### src/sgc_pkg.sv
// constants, field layout and carrier types of the switch global control
package sgc_pkg;

  ////////////////////////////////////////////////////////////////////////////
  // address map
  localparam logic [11:0] SGC_ADDR_SWITCH_GLOBAL_CONTROL = 12'h32C;

  ////////////////////////////////////////////////////////////////////////////
  // bit positions inside the register
  localparam int SGC_BIT_FULL_RESET = 0;
  localparam int SGC_BIT_WARM_RESET = 1;
  localparam int SGC_BIT_RESET_HOLD = 2;
  localparam int SGC_BIT_UNLOCK = 3;
  localparam int SGC_BIT_PWR_BUDGET_WE = 4;
  localparam int SGC_BIT_LINKDOWN_DIS = 5;
  localparam int SGC_BIT_SKIP_EEPROM = 6;
  localparam int SGC_BIT_RO_DISABLE = 7;
  localparam int SGC_BIT_PEER_DISABLE = 8;
  localparam int SGC_BIT_CUT_THRU_DIS = 14;
  localparam int SGC_BIT_LOCK_IGNORE = 15;
  localparam int SGC_BIT_WAKE_DIR = 16;
  localparam int SGC_BIT_AUX_PWR_EN = 17;
  localparam int SGC_BIT_BCAST_DROP = 18;

  ////////////////////////////////////////////////////////////////////////////
  // masks and reset values
  // bits that hold storage; trigger bits and reserved bits are not stored
  localparam logic [31:0] SGC_STORE_MASK = 32'h0007C1FC;
  // bits that survive a fundamental reset
  localparam logic [31:0] SGC_FR_KEEP_MASK = 32'h00030000;
  // value after aux power-on, before straps are taken
  localparam logic [31:0] SGC_RESET_VALUE = 32'h00000000;

  ////////////////////////////////////////////////////////////////////////////
  // axi4-lite response codes
  localparam logic [1:0] SGC_RESP_OKAY = 2'h0;
  localparam logic [1:0] SGC_RESP_SLVERR = 2'h2;

  ////////////////////////////////////////////////////////////////////////////
  // control outputs carried together to the switch core
  typedef struct packed {
    logic reset_hold;
    logic locked_field_write_enable;
    logic power_budget_write_enable;
    logic linkdown_warm_reset_disable;
    logic skip_eeprom_load_on_warm_reset;
    logic relaxed_ordering_disable;
    logic peer_traffic_disable;
    logic cut_through_disable;
    logic lock_semantics_ignore;
    logic wake_pin_direction;
    logic aux_power_enable;
    logic vendor_broadcast_drop;
  } sgc_ctrl_t;

  // reset sequencing status from the switch core
  typedef struct packed {
    logic full_reset_active;
    logic warm_reset_active;
    logic eeprom_init_error;
    logic dl_down_event;
  } sgc_rst_stat_t;

endpackage

### src/sgc_link_gate.sv
// link-down warm reset gating and eeprom-load select for the warm sequence
`timescale 1ns/1ps
module sgc_link_gate
(
  // clock and reset
  input wire logic aclk,
  input wire logic aresetn,
  input wire logic ce,
  // controls from the register
  input wire logic linkdown_disable,
  input wire logic skip_eeprom,
  // event from the upstream data link layer
  input wire logic dl_down_event,
  // requests to the reset sequencer
  output logic linkdown_warm_reset,
  output logic warm_reset_eeprom_load
);

  // all state of this module; both outputs come from these flops
  typedef struct packed {
    logic linkdown_warm_reset; // masked link-down request
    logic warm_reset_eeprom_load; // eeprom step kept in warm sequence
  } sgc_gate_state_t;

  sgc_gate_state_t state_r;
  sgc_gate_state_t state_nxt;

  ////////////////////////////////////////////////////////////////////////////
  // only the link-down cause is masked, other causes stay live upstream
  always_comb
  begin
    state_nxt = state_r;
    state_nxt.linkdown_warm_reset = dl_down_event & ~linkdown_disable;
    state_nxt.warm_reset_eeprom_load = ~skip_eeprom;
  end

  // state register; the clock enable freezes it
  always_ff @(posedge aclk)
  begin
    if (!aresetn)
    begin
      state_r <= '0;
    end
    else if (ce)
    begin
      state_r <= state_nxt;
    end
  end

  assign linkdown_warm_reset = state_r.linkdown_warm_reset;
  assign warm_reset_eeprom_load = state_r.warm_reset_eeprom_load;

endmodule

### src/sgc_top.sv
// switch global control register with axi4-lite slave
//
// Added by the designer: register access over AXI4-Lite.
`timescale 1ns/1ps
module sgc_top
#(
  parameter int ADDR_W = 12
)
(
  // clock, reset, enable
  input wire logic aclk,
  input wire logic aresetn,
  input wire logic ce,
  // axi4-lite write address
  input wire logic [ADDR_W-1:0] s_axi_awaddr,
  input wire logic [2:0] s_axi_awprot,
  input wire logic s_axi_awvalid,
  output logic s_axi_awready,
  // axi4-lite write data
  input wire logic [31:0] s_axi_wdata,
  input wire logic [3:0] s_axi_wstrb,
  input wire logic s_axi_wvalid,
  output logic s_axi_wready,
  // axi4-lite write response
  output logic [1:0] s_axi_bresp,
  output logic s_axi_bvalid,
  input wire logic s_axi_bready,
  // axi4-lite read address
  input wire logic [ADDR_W-1:0] s_axi_araddr,
  input wire logic [2:0] s_axi_arprot,
  input wire logic s_axi_arvalid,
  output logic s_axi_arready,
  // axi4-lite read data
  output logic [31:0] s_axi_rdata,
  output logic [1:0] s_axi_rresp,
  output logic s_axi_rvalid,
  input wire logic s_axi_rready,
  // straps, sampled at the first enabled edge after reset release
  input wire logic reset_hold_strap,
  input wire logic aux_power_disable_pin_n,
  // reset sequencing status from the switch core
  input wire sgc_pkg::sgc_rst_stat_t rst_stat,
  // reset requests to the sequencer
  output logic full_reset_trigger,
  output logic warm_reset_trigger,
  output logic linkdown_warm_reset,
  output logic warm_reset_eeprom_load,
  // hold of all switch logic except the smbus side
  output logic core_reset_hold,
  // static controls to the switch core
  output sgc_pkg::sgc_ctrl_t ctrl
);

  ////////////////////////////////////////////////////////////////////////////
  // all state of this module, in one struct so that a single register
  // process holds it; the bus side and the register image share the
  // clock enable, so a frozen block never loses half a handshake
  typedef struct packed {
    logic init_done;          // straps taken
    logic [31:0] switch_global_control;       // stored register image
    logic full_trig;          // one-cycle full reset request
    logic warm_trig;          // one-cycle warm reset request
    logic hold;               // copy of reset hold driving the core
    logic awready;
    logic wready;
    logic aw_full;            // write address captured
    logic w_full;             // write data captured
    logic [ADDR_W-1:0] aw_addr;
    logic [31:0] w_data;
    logic [3:0] w_strb;
    logic bvalid;
    logic [1:0] bresp;
    logic arready;
    logic rvalid;
    logic [31:0] rdata;
    logic [1:0] rresp;
  } sgc_state_t;

  // present and next copies of the whole state
  sgc_state_t state_r;
  sgc_state_t state_nxt;

  // handshake terms, decoded from the bus valids and the registered readies, so no
  // bus input reaches an output without passing a flop first
  logic aw_hs;
  logic w_hs;
  logic ar_hs;
  logic do_write;
  logic write_hit;

  ////////////////////////////////////////////////////////////////////////////
  // address decode, shared by the read and write paths; the two low
  // address bits are ignored, as every access is one aligned word
  function automatic logic addr_hit(input logic [ADDR_W-1:0] addr);
    logic [11:0] a;
    a = 12'(addr);
    addr_hit = (a[11:2] == sgc_pkg::SGC_ADDR_SWITCH_GLOBAL_CONTROL[11:2]);
  endfunction

  // byte-lane merge; unlock gates the write-when-unlocked bit
  // trigger bits never land in storage, so they always read back zero
  function automatic logic [31:0] merge_write(
    input logic [31:0] old,
    input logic [31:0] data,
    input logic [3:0] strb
  );
    logic [31:0] lane;
    logic [31:0] res;
    lane = {{8{strb[3]}}, {8{strb[2]}}, {8{strb[1]}}, {8{strb[0]}}};
    // reserved and trigger bits never stored
    lane = lane & sgc_pkg::SGC_STORE_MASK;
    // locked field stays put while unlock is clear
    if (!old[sgc_pkg::SGC_BIT_UNLOCK])
    begin
      lane[sgc_pkg::SGC_BIT_PWR_BUDGET_WE] = 1'b0;
    end
    res = (old & ~lane) | (data & lane);
    merge_write = res;
  endfunction

  ////////////////////////////////////////////////////////////////////////////
  // handshakes seen this cycle
  // a beat moves at the rising edge where valid and ready are both high
  assign aw_hs = s_axi_awvalid & state_r.awready;
  assign w_hs = s_axi_wvalid & state_r.wready;
  assign ar_hs = s_axi_arvalid & state_r.arready;
  // the write fires once both halves are held and no answer is pending
  // limitation: one write in flight; a second waits for the response
  assign do_write = state_r.aw_full & state_r.w_full & ~state_r.bvalid;
  assign write_hit = addr_hit(state_r.aw_addr);

  ////////////////////////////////////////////////////////////////////////////
  // next-state logic
  always_comb
  begin
    state_nxt = state_r;
    // trigger outputs are pulses
    // cleared every cycle, so a write sets them for exactly one cycle
    state_nxt.full_trig = 1'b0;
    state_nxt.warm_trig = 1'b0;

    // first enabled cycle after release: take straps, open the bus
    // readies stay low until then so no transfer lands before the straps
    if (!state_r.init_done)
    begin
      state_nxt.init_done = 1'b1;
      // power-on value of aux enable is the inverse of the pin
      state_nxt.switch_global_control[sgc_pkg::SGC_BIT_AUX_PWR_EN] =
        ~aux_power_disable_pin_n;
      state_nxt.switch_global_control[sgc_pkg::SGC_BIT_RESET_HOLD] = reset_hold_strap;
      state_nxt.awready = 1'b1;
      state_nxt.wready = 1'b1;
      state_nxt.arready = 1'b1;
    end

    // capture write address
    // each half is refused again until its response has been taken
    if (aw_hs)
    begin
      state_nxt.aw_addr = s_axi_awaddr;
      state_nxt.aw_full = 1'b1;
      state_nxt.awready = 1'b0;
    end

    // capture write data, either order with the address
    if (w_hs)
    begin
      state_nxt.w_data = s_axi_wdata;
      state_nxt.w_strb = s_axi_wstrb;
      state_nxt.w_full = 1'b1;
      state_nxt.wready = 1'b0;
    end

    // both halves present and the previous answer gone: commit now
    // perform the write and raise the response
    if (do_write)
    begin
      state_nxt.aw_full = 1'b0;
      state_nxt.w_full = 1'b0;
      state_nxt.bvalid = 1'b1;
      if (write_hit)
      begin
        state_nxt.bresp = sgc_pkg::SGC_RESP_OKAY;
        state_nxt.switch_global_control = merge_write(state_r.switch_global_control, state_r.w_data,
          state_r.w_strb);
        // a one starts the reset; a zero does nothing
        if (state_r.w_strb[0] && state_r.w_data[sgc_pkg::SGC_BIT_FULL_RESET])
        begin
          state_nxt.full_trig = 1'b1;
        end
        if (state_r.w_strb[0] && state_r.w_data[sgc_pkg::SGC_BIT_WARM_RESET])
        begin
          state_nxt.warm_trig = 1'b1;
        end
      end
      else
      begin
        // unmapped address: no effect, error answer
        state_nxt.bresp = sgc_pkg::SGC_RESP_SLVERR;
      end
    end

    // response taken: reopen both write channels
    // a new address or data beat is accepted from the next cycle on
    if (state_r.bvalid && s_axi_bready)
    begin
      state_nxt.bvalid = 1'b0;
      state_nxt.awready = 1'b1;
      state_nxt.wready = 1'b1;
    end

    // reset actions come after the bus write on purpose: a write in the
    // same cycle as a reset sequence step loses on the fields that step sets
    // fundamental reset restores defaults except the power-on fields
    if (rst_stat.full_reset_active)
    begin
      state_nxt.switch_global_control = (state_nxt.switch_global_control & sgc_pkg::SGC_FR_KEEP_MASK);
      state_nxt.switch_global_control[sgc_pkg::SGC_BIT_RESET_HOLD] = reset_hold_strap;
    end

    // any reset operation opens locked fields for eeprom loading
    // unlock stays set after the sequence; software locks it again
    if (rst_stat.full_reset_active || rst_stat.warm_reset_active)
    begin
      state_nxt.switch_global_control[sgc_pkg::SGC_BIT_UNLOCK] = 1'b1;
    end

    // init error sets hold; set wins over a clearing write
    // placed after the reset overrides so a failed load always halts
    if (rst_stat.eeprom_init_error)
    begin
      state_nxt.switch_global_control[sgc_pkg::SGC_BIT_RESET_HOLD] = 1'b1;
    end

    // hold follows the bit that will be stored
    // taken from the next value so the core sees hold with the bit itself
    state_nxt.hold = state_nxt.switch_global_control[sgc_pkg::SGC_BIT_RESET_HOLD];

    // read: answer one cycle after the address is taken
    // reads the registered image, so a write in the same cycle is not seen
    if (ar_hs)
    begin
      state_nxt.arready = 1'b0;
      state_nxt.rvalid = 1'b1;
      if (addr_hit(s_axi_araddr))
      begin
        // trigger and reserved bits read zero
        state_nxt.rdata =
          state_r.switch_global_control & sgc_pkg::SGC_STORE_MASK;
        state_nxt.rresp = sgc_pkg::SGC_RESP_OKAY;
      end
      else
      begin
        state_nxt.rdata = 32'h00000000;
        state_nxt.rresp = sgc_pkg::SGC_RESP_SLVERR;
      end
    end

    // read data taken: reopen the read address channel
    if (state_r.rvalid && s_axi_rready)
    begin
      state_nxt.rvalid = 1'b0;
      state_nxt.arready = 1'b1;
    end
  end

  ////////////////////////////////////////////////////////////////////////////
  // state register; the clock enable freezes everything
  // reset is taken whether or not the clock enable is high, because it
  // stands for aux power-on and must not be masked by a stalled clock
  always_ff @(posedge aclk)
  begin
    if (!aresetn)
    begin
      // unlock and wake direction come up clear at power-on
      state_r <= '0;
      state_r.switch_global_control <= sgc_pkg::SGC_RESET_VALUE;
    end
    else if (ce)
    begin
      state_r <= state_nxt;
    end
  end

  ////////////////////////////////////////////////////////////////////////////
  // link-down gating and eeprom load select
  // kept in its own module so the sequencer side can be retimed alone
  sgc_link_gate u_link_gate
  (
    .aclk(aclk),
    .aresetn(aresetn),
    .ce(ce),
    .linkdown_disable(state_r.switch_global_control[sgc_pkg::SGC_BIT_LINKDOWN_DIS]),
    .skip_eeprom(state_r.switch_global_control[sgc_pkg::SGC_BIT_SKIP_EEPROM]),
    .dl_down_event(rst_stat.dl_down_event),
    .linkdown_warm_reset(linkdown_warm_reset),
    .warm_reset_eeprom_load(warm_reset_eeprom_load)
  );

  ////////////////////////////////////////////////////////////////////////////
  // bus outputs, straight from the state flops
  // no logic after the flops keeps the bus timing independent of decode
  assign s_axi_awready = state_r.awready;
  assign s_axi_wready = state_r.wready;
  assign s_axi_bvalid = state_r.bvalid;
  assign s_axi_bresp = state_r.bresp;
  assign s_axi_arready = state_r.arready;
  assign s_axi_rvalid = state_r.rvalid;
  assign s_axi_rdata = state_r.rdata;
  assign s_axi_rresp = state_r.rresp;

  // reset requests
  // triggers are one-cycle pulses; a held level would restart a sequence
  assign full_reset_trigger = state_r.full_trig;
  assign warm_reset_trigger = state_r.warm_trig;
  assign core_reset_hold = state_r.hold;

  ////////////////////////////////////////////////////////////////////////////
  // static controls; each field is a stored bit of the register
  // these fields steer the core; here the unlock bit also gates the budget
  // write-enable, and the link-down and skip-eeprom bits feed u_link_gate
  assign ctrl.reset_hold = state_r.switch_global_control[sgc_pkg::SGC_BIT_RESET_HOLD];
  assign ctrl.locked_field_write_enable =
    state_r.switch_global_control[sgc_pkg::SGC_BIT_UNLOCK];
  assign ctrl.power_budget_write_enable =
    state_r.switch_global_control[sgc_pkg::SGC_BIT_PWR_BUDGET_WE];
  assign ctrl.linkdown_warm_reset_disable =
    state_r.switch_global_control[sgc_pkg::SGC_BIT_LINKDOWN_DIS];
  assign ctrl.skip_eeprom_load_on_warm_reset =
    state_r.switch_global_control[sgc_pkg::SGC_BIT_SKIP_EEPROM];
  assign ctrl.relaxed_ordering_disable =
    state_r.switch_global_control[sgc_pkg::SGC_BIT_RO_DISABLE];
  assign ctrl.peer_traffic_disable =
    state_r.switch_global_control[sgc_pkg::SGC_BIT_PEER_DISABLE];
  assign ctrl.cut_through_disable =
    state_r.switch_global_control[sgc_pkg::SGC_BIT_CUT_THRU_DIS];
  assign ctrl.lock_semantics_ignore =
    state_r.switch_global_control[sgc_pkg::SGC_BIT_LOCK_IGNORE];
  // one means the wake pin is driven by the switch
  assign ctrl.wake_pin_direction =
    state_r.switch_global_control[sgc_pkg::SGC_BIT_WAKE_DIR];
  assign ctrl.aux_power_enable = state_r.switch_global_control[sgc_pkg::SGC_BIT_AUX_PWR_EN];
  assign ctrl.vendor_broadcast_drop =
    state_r.switch_global_control[sgc_pkg::SGC_BIT_BCAST_DROP];

endmodule

### config.mk
export PLATFORM = sky130hd
export DESIGN_NAME = sgc_top
export DESIGN_NICKNAME = d
export VERILOG_FILES = /design/src/sgc_pkg.sv /design/src/sgc_link_gate.sv /design/src/sgc_top.sv
export SDC_FILE = /design/constraint.sdc
export NUM_CORES = 1
export LEC_CHECK = 0
export ABC_AREA = 1
export BUFFER_PORTS_ARGS = -buffer_cell sky130_fd_sc_hd__buf_2
export CORE_MARGIN = 4
export CORE_UTILIZATION = 50
export DETAILED_ROUTE_END_ITERATION = 6
export PLACE_DENSITY = 0.94
export RECOVER_POWER = 25
export SETUP_SLACK_MARGIN = 0.4
export SKIP_CTS_REPAIR_TIMING = 1
export SLEW_MARGIN = 5
export SYNTH_ARGS = -nofsm -noshare
export SYNTH_HDL_FRONTEND = slang
export SYNTH_SLANG_ARGS = --single-unit
### constraint.sdc
create_clock -name aclk -period 2.2 [get_ports aclk]
set_input_delay 0.11 -clock aclk [delete_from_list [all_inputs] [get_ports aclk]]
set_output_delay 0.11 -clock aclk [all_outputs]
set_load 0.01 [all_outputs]
==> impl_metrics.py, run 1 <==
metrics = {
    "cells_and_area": {
        "instances_no_fill": 540,
        "areaGrowthSynthToFinish_pct": 12.17,
        "final_util_pct": 59.08,
        "n_antenna_cell": 0,
        "multi_input_area_um2": 1174,
        "drive_gt1_share_pct": 19.87,
        "n_fill_cell": 527,
        "ff_latch_area_um2": 1301,
        "layout.nets": 543,
        "postLayoutCellArea_um2": 3333,
    },
    "setup_path": {
        "cp_common_cell": "nand2_1",
        "path_buf_inv": 0,
        "path_class": "register to register",
        "slowest_delay_ns": 0.34,
        "path_cells": "nand2_1 -> nor2_1 -> nand3_1 -> nor2_4 -> nand2_2 -> nand2_1 -> nand2_1 -> a21oi_1",
        "crit_fanout": 7,
        "crit_arrival_ns": 1.86,
        "start_kind": "register",
        "cp_slowest_cell": "dfxtp_1",
        "critPathTopFamily": "simple AND/OR/NAND/NOR gates",
        "cp.required_ns": 2.46,
        "end_kind": "register",
    },
    "place": {
        "post-place-ws_ns": 0.5561,
        "place_hpwl_um": 4923,
        "gp_congestion": 0.8212,
        "place_inst": 522,
        "port_buffers": 86,
        "dpl_cell_area_um2": 3161,
    },
    "pwr": {
        "internal-power_mw": 1.737,
        "powerDensity_nw_per_um2": 710.5,
        "vdd_drop_max_mv": 0.5144,
        "p_leak_nw": 1.468,
        "combPwrFrac_pct": 9.2,
        "pwr-share-seq_pct": 52.4,
        "p_switching_mw": 0.6311,
        "switching_share_pct": 26.65,
        "clkPwrFrac_pct": 38.4,
    },
    "detailed_routing": {
        "viasPerCell": 4.861,
        "drt-total-wl_um": 6830,
        "drtPass1Iterations": 4,
        "vias": 2625,
        "drtIter0Drc": 129,
        "wl_per_cell_um": 12.65,
        "ant_nets": 0,
        "drc": 0,
    },
    "worst_hold_path": {
        "hold_path_class": "primary input to register",
    },
    "timing": {
        "post-route-period-util_pct": 72.88,
        "rsz0062_at_grt": "false",
        "setup-violations-final": 0,
        "tightest_slew_ns": 0.5673,
        "slew_headroom_pct": 62.18,
        "setup_slack_ns": 0.5967,
        "hold_violations": 1,
        "fmax_mhz": 623.7,
        "fin_crit_ns": 1.603,
        "skew_ns": 0.004782,
        "tns_ns": 0,
        "maxSlewViolCount": 0,
        "hold_ws_ns": -0.001283,
    },
    "grt": {
        "grt_pass1_vias": 2412,
        "use_met1_pct": 24.69,
        "grt_max_degree": 39,
        "gr-usage-met2_pct": 30.37,
        "antenna_found_initial": 0,
        "busiest_layer": "met2",
        "grt_pass1_wl_um": 11120,
        "grtUsageTotal_pct": 19.08,
        "overflow": 0,
        "met3_usage_pct": 4.078,
    },
    "synth": {
        "syn_area_um2": 2972,
        "ys_ff_latch": 65,
        "postSynthAreaPerCell_um2": 7.374,
        "ys_types": 25,
        "yosys_warnings": 0,
        "synth_seq_area_share_pct": 43.79,
        "netlist_instances": 403,
    },
    "floorplan": {
        "dieArea_um2": 7240,
        "dieWidth_um": 85.09,
        "die_h_um": 85.09,
        "rows": 27,
        "io_pins": 138,
        "core-area_um2": 5642,
        "start_util_pct": 52.67,
    },
    "clock_network": {
        "clk_latency_ns": 0.33,
        "htreeDepth": 3,
        "clock_sinks": 65,
        "clockRootBuffer": "clkbuf_8",
        "cts_tree": "done",
        "clockBufferDepth": 2,
        "numCtsBuffers": 9,
        "clkTransAtPathRegs_ns": 0.08,
    },
    "status": {
        "violations": "hold timing",
        "status": "finished with violations",
    },
    "job": {
        "max_cap_violations": 0,
    },
}
[power by group through the flow]
| stage | sequential [mW] | clock, mW | combinational (mW) |
|---|---|---|---|
| detailed placement | 1.27 | 0 | 0.215 |
| global placement | 1.26 | 0 | 0.210 |
| finish | 1.24 | 0.909 | 0.219 |
| CTS | 1.24 | 0.923 | 0.217 |
| floorplan | 1.26 | 0 | 0.167 |
| global route | 1.25 | 0.982 | 0.247 |
[sequential cells by signal, indices dropped and copies added (netlist names), named ones only]
name	flops
state_r	30
s_axi_rresp	1
s_axi_arready	1
full_reset_trigger	1
u_link_gate.linkdown_warm_reset	1
s_axi_bvalid	1
s_axi_awready	1
ctrl	10
u_link_gate.warm_reset_eeprom_load	1
s_axi_rdata	12
s_axi_wready	1
warm_reset_trigger	1
s_axi_rvalid	1
s_axi_bresp	1
[worst min-delay path, cell delays in order]
cell    delay [ns]
buf_2         0.07
nor2_1        0.03
nor2_1        0.08
[layout by cell type (no fill, tap or decap), types with 10 or more instances in the layout]
master,n
a21oi_1,45
buf_2,64
clkbuf_1,22
clkbuf_8,10
conb_1,22
dfxtp_1,65
inv_1,34
nand2_1,65
nand3_1,17
nor2_1,52
o21ai_0,39
[layout make-up]
type / instances / area share (%)
flip-flops and latches: 65 / 39.04
multi-input cells: 258 / 35.21
repair buffers: 91 / 13.36
inverters: 38 / 4.279
clock buffers: 10 / 4.129
well taps: 72 / 2.703
clock inverters: 6 / 1.276
[synthesized netlist by cell type]
cell      number  area, µm²
a31oi_1        3      18.77
nand2_2        1      6.260
o21ai_0       39      195.2
buf_1          1      3.750
nor2_4         4      45.04
inv_2          3      11.26
dfxtp_1       65       1301
conb_1         1      3.750
a21oi_1       45      225.2
clkbuf_1       8      30.03
nand2_1       65      244.0
clkinv_1       1      3.750
a211oi_1       2      15.01
nand3_1       17      85.08
nor2_1        52      195.2
buf_2          3      15.01
mux2i_1        1      10.01
buf_6          2      22.52
nor2_2         1      6.260
buf_4         49      367.9
nor4_1         1      6.260
nand3b_1       2      15.01
o21ai_1        2      10.01
o211ai_1       1      7.510
inv_1         34      127.6
[worst paths after layout]
check | start | endpoint | slack (ns) | cells after the start
setup / recovery | state_r[88]$_SDFFE_PN0P_ | ctrl[3]$_SDFFE_PN0P_ | 0.60 | 8
setup reg to reg | state_r[88]$_SDFFE_PN0P_ | ctrl[3]$_SDFFE_PN0P_ | 0.60 | 8
hold reg to reg | state_r[87]$_SDFFE_PN0P_ | state_r[87]$_SDFFE_PN0P_ | 0.45 | 2
hold / removal | s_axi_wdata[3] | state_r[46]$_SDFFE_PN0P_ | -0.001 | 3
[routing by layer]
metal | share of wire [%] | vias up
li1 | - | 1342
met1 | 44 | 1169
met3 | 8.8 | 6
met2 | 46 | 108
met5 | 0 | -
met4 | 1.1 | 0
[through the flow]
stage / total power [mW] / hold slack [ns]
global route: 2.474 / 0.01126
floorplan: 1.430 / 0.2449
detailed placement: 1.482 / 0.3372
CTS: 2.380 / -0.01511
finish: 2.368 / -0.001283
global placement: 1.475 / 0.3311
[cells by family (layout without fill, tap and decap cells)]
family	after synthesis	in the layout	synth area share [%]
flip-flops	65	65	43.79
multiplexers	1	1	0.3369
buffers and inverters	101	145	19.58
other	1	22	0.1262
AO/OA/AOI/OAI	92	92	15.87
AND/OR/NAND/NOR	143	143	20.29
(Power assumes the default switching activity.)
==> run 2, diff against run 1 <==
--- a/config.mk
+++ b/config.mk
@@ -8,9 +8,9 @@
 export ABC_AREA = 1
 export BUFFER_PORTS_ARGS = -buffer_cell sky130_fd_sc_hd__buf_2
 export CORE_MARGIN = 4
-export CORE_UTILIZATION = 50
+export CORE_UTILIZATION = 47
 export DETAILED_ROUTE_END_ITERATION = 6
-export PLACE_DENSITY = 0.94
+export PLACE_DENSITY = 0.89
 export RECOVER_POWER = 25
 export SETUP_SLACK_MARGIN = 0.4
 export SKIP_CTS_REPAIR_TIMING = 1
==> constraint.sdc (replaced) <==
create_clock -name aclk -period 1.6 [get_ports aclk]
set_input_delay 0.08 -clock aclk [delete_from_list [all_inputs] [get_ports aclk]]
set_output_delay 0.08 -clock aclk [all_outputs]
set_load 0.01 [all_outputs]
==> run 2 against run 1 <==
Net effect: the run still ends with hold timing left; cell area increased by 15%; setup slack got worse by 0.40 ns; sequential power increased by 38%; sequential cell count unchanged; core utilization increased by 4.5 points; clock power increased by 58%; final cell count increased by 5.0%; register-to-register slack got worse by 0.40 ns; die area increased by 5.8%; via count increased by 4.6%; routed wire length increased by 13%; largest cell class is now multi-input combinational cells.
==> impl_metrics.py, run 2 (synthesis results as in run 1) <==
metrics = {
    "status": {
        "status": "finished with violations",
        "violations": "hold timing",
    },
    "cells_and_area": {
        "areaGrowthSynthToFinish_pct": 28.93,
        "layout_common_cells": "64 x buf_2, 60 x dfxtp_1, 55 x nand2_1, 39 x nor2_1",
        "drive_gt1_share_pct": 31.50,
        "regMostFlops": "state_r",
        "final_common_cell": "buf_2",
        "largest_register_ffs": 30,
        "layout.nets": 567,
        "n_antenna_cell": 0,
    },
    "floorplan": {
        "core-area_um2": 6026,
        "rows": 28,
        "io_pins": 138,
        "start_util_pct": 49.31,
        "dieArea_um2": 7659,
        "die_h_um": 87.52,
        "dieWidth_um": 87.52,
    },
    "timing": {
        "tightest_slew_ns": 0.5398,
        "fin_crit_ns": 1.402,
        "slew_headroom_pct": 64.01,
        "fmax_mhz": 713.4,
        "setup-violations-final": 0,
        "hold_violations": 5,
        "hold_ws_ns": -0.01874,
        "tns_ns": 0,
        "post-route-period-util_pct": 87.61,
        "rsz0062_at_grt": "true",
        "skew_ns": 0.007492,
        "maxSlewViolCount": 0,
    },
    "worst_hold_path": {
        "hold_path_class": "primary input to register",
        "hold_end": "state_r[86]$_SDFFE_PN0P_",
        "min_from": "s_axi_awaddr[11]",
        "whs_path_depth": 3,
    },
    "detailed_routing": {
        "vias": 2747,
        "ant_nets": 0,
        "drt-total-wl_um": 7722,
        "drtIter0Drc": 189,
        "viasPerCell": 4.845,
        "drc": 0,
        "wl_per_cell_um": 13.62,
        "drtPass1Iterations": 4,
    },
    "place": {
        "port_buffers": 86,
        "gp_congestion": 0.8428,
        "place_hpwl_um": 4986,
    },
    "pwr": {
        "powerDensity_nw_per_um2": 920.5,
        "p_leak_nw": 1.652,
        "vdd_drop_max_mv": 0.6524,
    },
    "grt": {
        "grt_pass1_wl_um": 10470,
        "grt_max_degree": 39,
        "grtUsageTotal_pct": 17.56,
        "grt_pass1_vias": 2315,
        "antenna_found_initial": 0,
        "overflow": 0,
    },
    "setup_path": {
        "crit_arrival_ns": 1.63,
        "r2r_setup_slack_ns": 0.20,
        "start_kind": "register",
        "crit_fanout": 7,
        "cp_slowest_cell": "dfxtp_2",
        "worstReg2RegStart": "state_r[87]$_SDFFE_PN0P_",
        "cp_common_cell": "nor2_4",
        "path_cells": "nand2_2 -> nor2_4 -> nand3_2 -> nor2_4 -> nand2_4 -> o21ai_0 -> a21oi_2",
        "cp.required_ns": 1.83,
        "rr_endpoint": "ctrl[4]$_SDFFE_PN0P_",
        "r2r_cells": 7,
        "slowest_delay_ns": 0.34,
        "end_kind": "register",
        "path_class": "register to register",
    },
    "clock_network": {
        "clockRootBuffer": "clkbuf_8",
        "clockBufferDepth": 2,
        "clkTransAtPathRegs_ns": 0.07,
        "clock_sinks": 65,
        "clk_latency_ns": 0.34,
        "cts_tree": "done",
        "htreeDepth": 3,
        "numCtsBuffers": 9,
    },
    "job": {
        "max_cap_violations": 0,
    },
}
## run 2: layout make-up
type                            instances  area (µm²)
Sequential cell                        65        1310
Clock buffer                           14       172.7
Inverter                               38       156.4
Clock inverter                          2       35.03
Fill cell                             523        2195
Tap cell                               75       93.84
Multi-Input combinational cell        258        1373
Timing Repair Buffer                  115       690.7
## run 2: how the worst max path moves through the flow
stage	start	to	slack (ns)	cells after the start
after floorplan	s_axi_bvalid$_SDFFE_PN0P_	ctrl[3]$_SDFFE_PN0P_	0.41	7
after global routing	state_r[80]$_SDFFE_PN0P_	ctrl[4]$_SDFFE_PN0P_	0.12	7
after detailed placement	state_r[84]$_SDFFE_PN0P_	ctrl[4]$_SDFFE_PN0P_	0.19	8
after global placement	state_r[87]$_SDFFE_PN0P_	ctrl[5]$_SDFFE_PN0P_	0.22	8
final	state_r[87]$_SDFFE_PN0P_	ctrl[4]$_SDFFE_PN0P_	0.20	7
after CTS	state_r[84]$_SDFFE_PN0P_	ctrl[4]$_SDFFE_PN0P_	0.17	8
## run 2: routing by layer
| layer | GRT usage [%] | part of all wire [%] | vias up |
|---|---|---|---|
| li1 | - | - | 1392 |
| met1 | 21.98 | 40 | 1231 |
| met2 | 27.81 | 50 | 108 |
| met3 | 4.920 | 7.3 | 16 |
| met4 | 8.508 | 2.0 | 0 |
| met5 | 0 | 0 | - |
## run 2: where the power goes
group	switching [mW]	internal, mW	leakage (nW)	total, mW
registers	0.0384	1.67	0.531	1.71
logic	0.226	0.152	1.01	0.378
clock network	0.592	0.846	0.107	1.44
## run 2: critical path: cells and delay by family (launching register included)
family	cells	cell delay (ns)
and+or+nand+nor	5	0.66
DFF	1	0.34
AOI/OAI and AO/OA	2	0.29
## run 2: metrics by stage
step / instance area, µm² / worst slack, ns / instances / util (%) / total power, mW
after floorplan: 3059 / 0.4119 / 424 / - / 1.968
final: 3831 / 0.1982 / 567 / 63.58 / 3.526
after detailed placement: 3179 / 0.1903 / 526 / 52.76 / 2.043
after CTS: 3387 / 0.1713 / 542 / 56.21 / 3.466
after global placement: 3179 / 0.2167 / 526 / 52.76 / 2.033
after global routing: 3831 / 0.1170 / 567 / 63.58 / 3.655
==> run 3, diff against run 2 <==
==> constraint.sdc (replaced) <==
create_clock -name aclk -period 1.6 [get_ports aclk]
set_input_delay 0.32 -clock aclk [delete_from_list [all_inputs] [get_ports aclk]]
set_output_delay 0.32 -clock aclk [all_outputs]
set_load 0.01 [all_outputs]
==> run 3 against run 2 <==
Net effect: sequential cell count did not move; non-clock buffer count fell by 16; routed wire length decreased by 7.3%; core utilization down 4.5 points; die area did not move; setup slack worse by 0.047 ns; combinational power down 15%; largest cell class is now sequential cells; sequential share of layout area up 3.0 points; the flow now finishes without violations; clock power about the same; register-to-register slack worse by 0.05 ns; fmax shrank 3.2%; cell area shrank 7.0%; critical path type unchanged.
==> impl_metrics.py, run 3 (synthesis results as in run 1) <==
metrics = {
    "cells_and_area": {
        "layout.nets": 551,
        "final_common_cell": "buf_2",
        "layout_common_cells": "83 x buf_2, 58 x nand2_1, 49 x dfxtp_1, 47 x nor2_1, 39 x a21oi_1",
        "final_util_pct": 59.12,
        "n_antenna_cell": 0,
        "regMostFlops": "state_r",
        "areaGrowthSynthToFinish_pct": 19.87,
        "largest_register_ffs": 30,
        "drive_gt1_share_pct": 32.98,
    },
    "timing": {
        "rsz0062_at_grt": "true",
        "post-route-period-util_pct": 90.53,
        "skew_ns": 0.004308,
        "fmax_mhz": 690.4,
        "fin_crit_ns": 1.448,
        "maxSlewViolCount": 0,
        "setup-violations-final": 0,
        "tns_ns": 0,
        "tightest_slew_ns": 0.6518,
        "hold_violations": 0,
        "slew_headroom_pct": 56.55,
    },
    "clock_network": {
        "clkTransAtPathRegs_ns": 0.07,
        "cts_tree": "done",
        "numCtsBuffers": 9,
        "clk_latency_ns": 0.33,
        "htreeDepth": 3,
        "clock_sinks": 65,
        "clockBufferDepth": 2,
        "clockRootBuffer": "clkbuf_8",
    },
    "place": {
        "gp_congestion": 0.7966,
        "port_buffers": 86,
        "place_hpwl_um": 5083,
    },
    "pwr": {
        "powerDensity_nw_per_um2": 976.8,
        "p_total_mw": 3.479,
        "vdd_drop_max_mv": 0.7117,
        "p_leak_nw": 1.635,
    },
    "setup_path": {
        "start_kind": "register",
        "path_cells": "nand2_2 -> nor2_1 -> nand3_2 -> nor2_4 -> nand3_1 -> o21ai_1 -> nor2_1",
        "cp_slowest_cell": "dfxtp_1",
        "cp.required_ns": 1.82,
        "cp_common_cell": "nor2_1",
        "path_class": "register to register",
        "path_buf_inv": 0,
        "slowest_delay_ns": 0.35,
        "critPathTopFamily": "simple AND/OR/NAND/NOR gates",
        "crit_fanout": 4,
        "crit_arrival_ns": 1.67,
        "end_kind": "register",
    },
    "grt": {
        "grt_pass1_vias": 2347,
        "overflow": 0,
        "grt_max_degree": 39,
        "grtUsageTotal_pct": 17.90,
        "grt_pass1_wl_um": 10680,
        "antenna_found_initial": 0,
    },
    "worst_hold_path": {
        "hold_path_class": "primary input to register",
    },
    "floorplan": {
        "dieArea_um2": 7659,
        "dieWidth_um": 87.52,
        "rows": 28,
        "die_h_um": 87.52,
        "core-area_um2": 6026,
        "start_util_pct": 49.31,
        "io_pins": 138,
    },
    "detailed_routing": {
        "drc": 0,
        "viasPerCell": 4.875,
        "vias": 2686,
        "drt-total-wl_um": 7161,
        "drtPass1Iterations": 4,
        "ant_nets": 0,
        "wl_per_cell_um": 13.00,
        "drtIter0Drc": 143,
    },
    "job": {
        "max_cap_violations": 0,
    },
    "status": {
        "status": "completed",
    },
}
[run 3: area by class of cell]
cell class | count | area (µm²)
Clock inverter | 2 | 35.03
Multi-Input combinational cell | 258 | 1265
Sequential cell | 65 | 1324
Tap cell | 75 | 93.84
Clock buffer | 14 | 172.7
Timing Repair Buffer | 99 | 526.8
Inverter | 38 | 145.1
Fill cell | 532 | 2464
[run 3: routing by layer]
layer / share of wire (%) / GRT usage (%) / vias to the layer above
met1: 41 / 22.02 / 1210
met4: 1.2 / 8.229 / 0
met5: 0 / 0 / -
met3: 8.5 / 3.690 / 9
li1: - / - / 1357
met2: 49 / 30.00 / 110
[run 3: final timing paths]
| path | start | end | slack, ns | cells past startpoint |
|---|---|---|---|---|
| worst min-delay path | s_axi_awaddr[3] | state_r[78]$_SDFFE_PN0P_ | 0.21 | 3 |
| worst min register to register | state_r[51]$_SDFFE_PN0P_ | state_r[51]$_SDFFE_PN0P_ | 0.46 | 2 |
| worst max-delay path | state_r[87]$_SDFFE_PN0P_ | ctrl[6]$_SDFFE_PN0P_ | 0.15 | 7 |
| worst max register to register | state_r[87]$_SDFFE_PN0P_ | ctrl[6]$_SDFFE_PN0P_ | 0.15 | 7 |
[run 3: power breakdown]
part | internal [mW] | total [mW] | switching (mW)
sequential | 1.67 | 1.71 | 0.0409
clock | 0.847 | 1.44 | 0.597
combinational | 0.125 | 0.323 | 0.198
[run 3: tightest hold or removal path, stage by stage]
cell and delay, ns:
buf_2 0.07, nor2_1 0.03, nor2_1 0.08
[run 3: per-stage QoR]
stage	setup slack (ns)	std cells	instance area (µm²)	hold WS [ns]
after floorplan	0.3719	424	3078	0.4226
after global placement	0.2091	528	3197	0.4305
after detailed placement	0.1556	528	3197	0.4463
after CTS	0.1302	544	3405	0.1969
after global routing	0.04680	551	3562	0.2054
final	0.1515	551	3562	0.2094
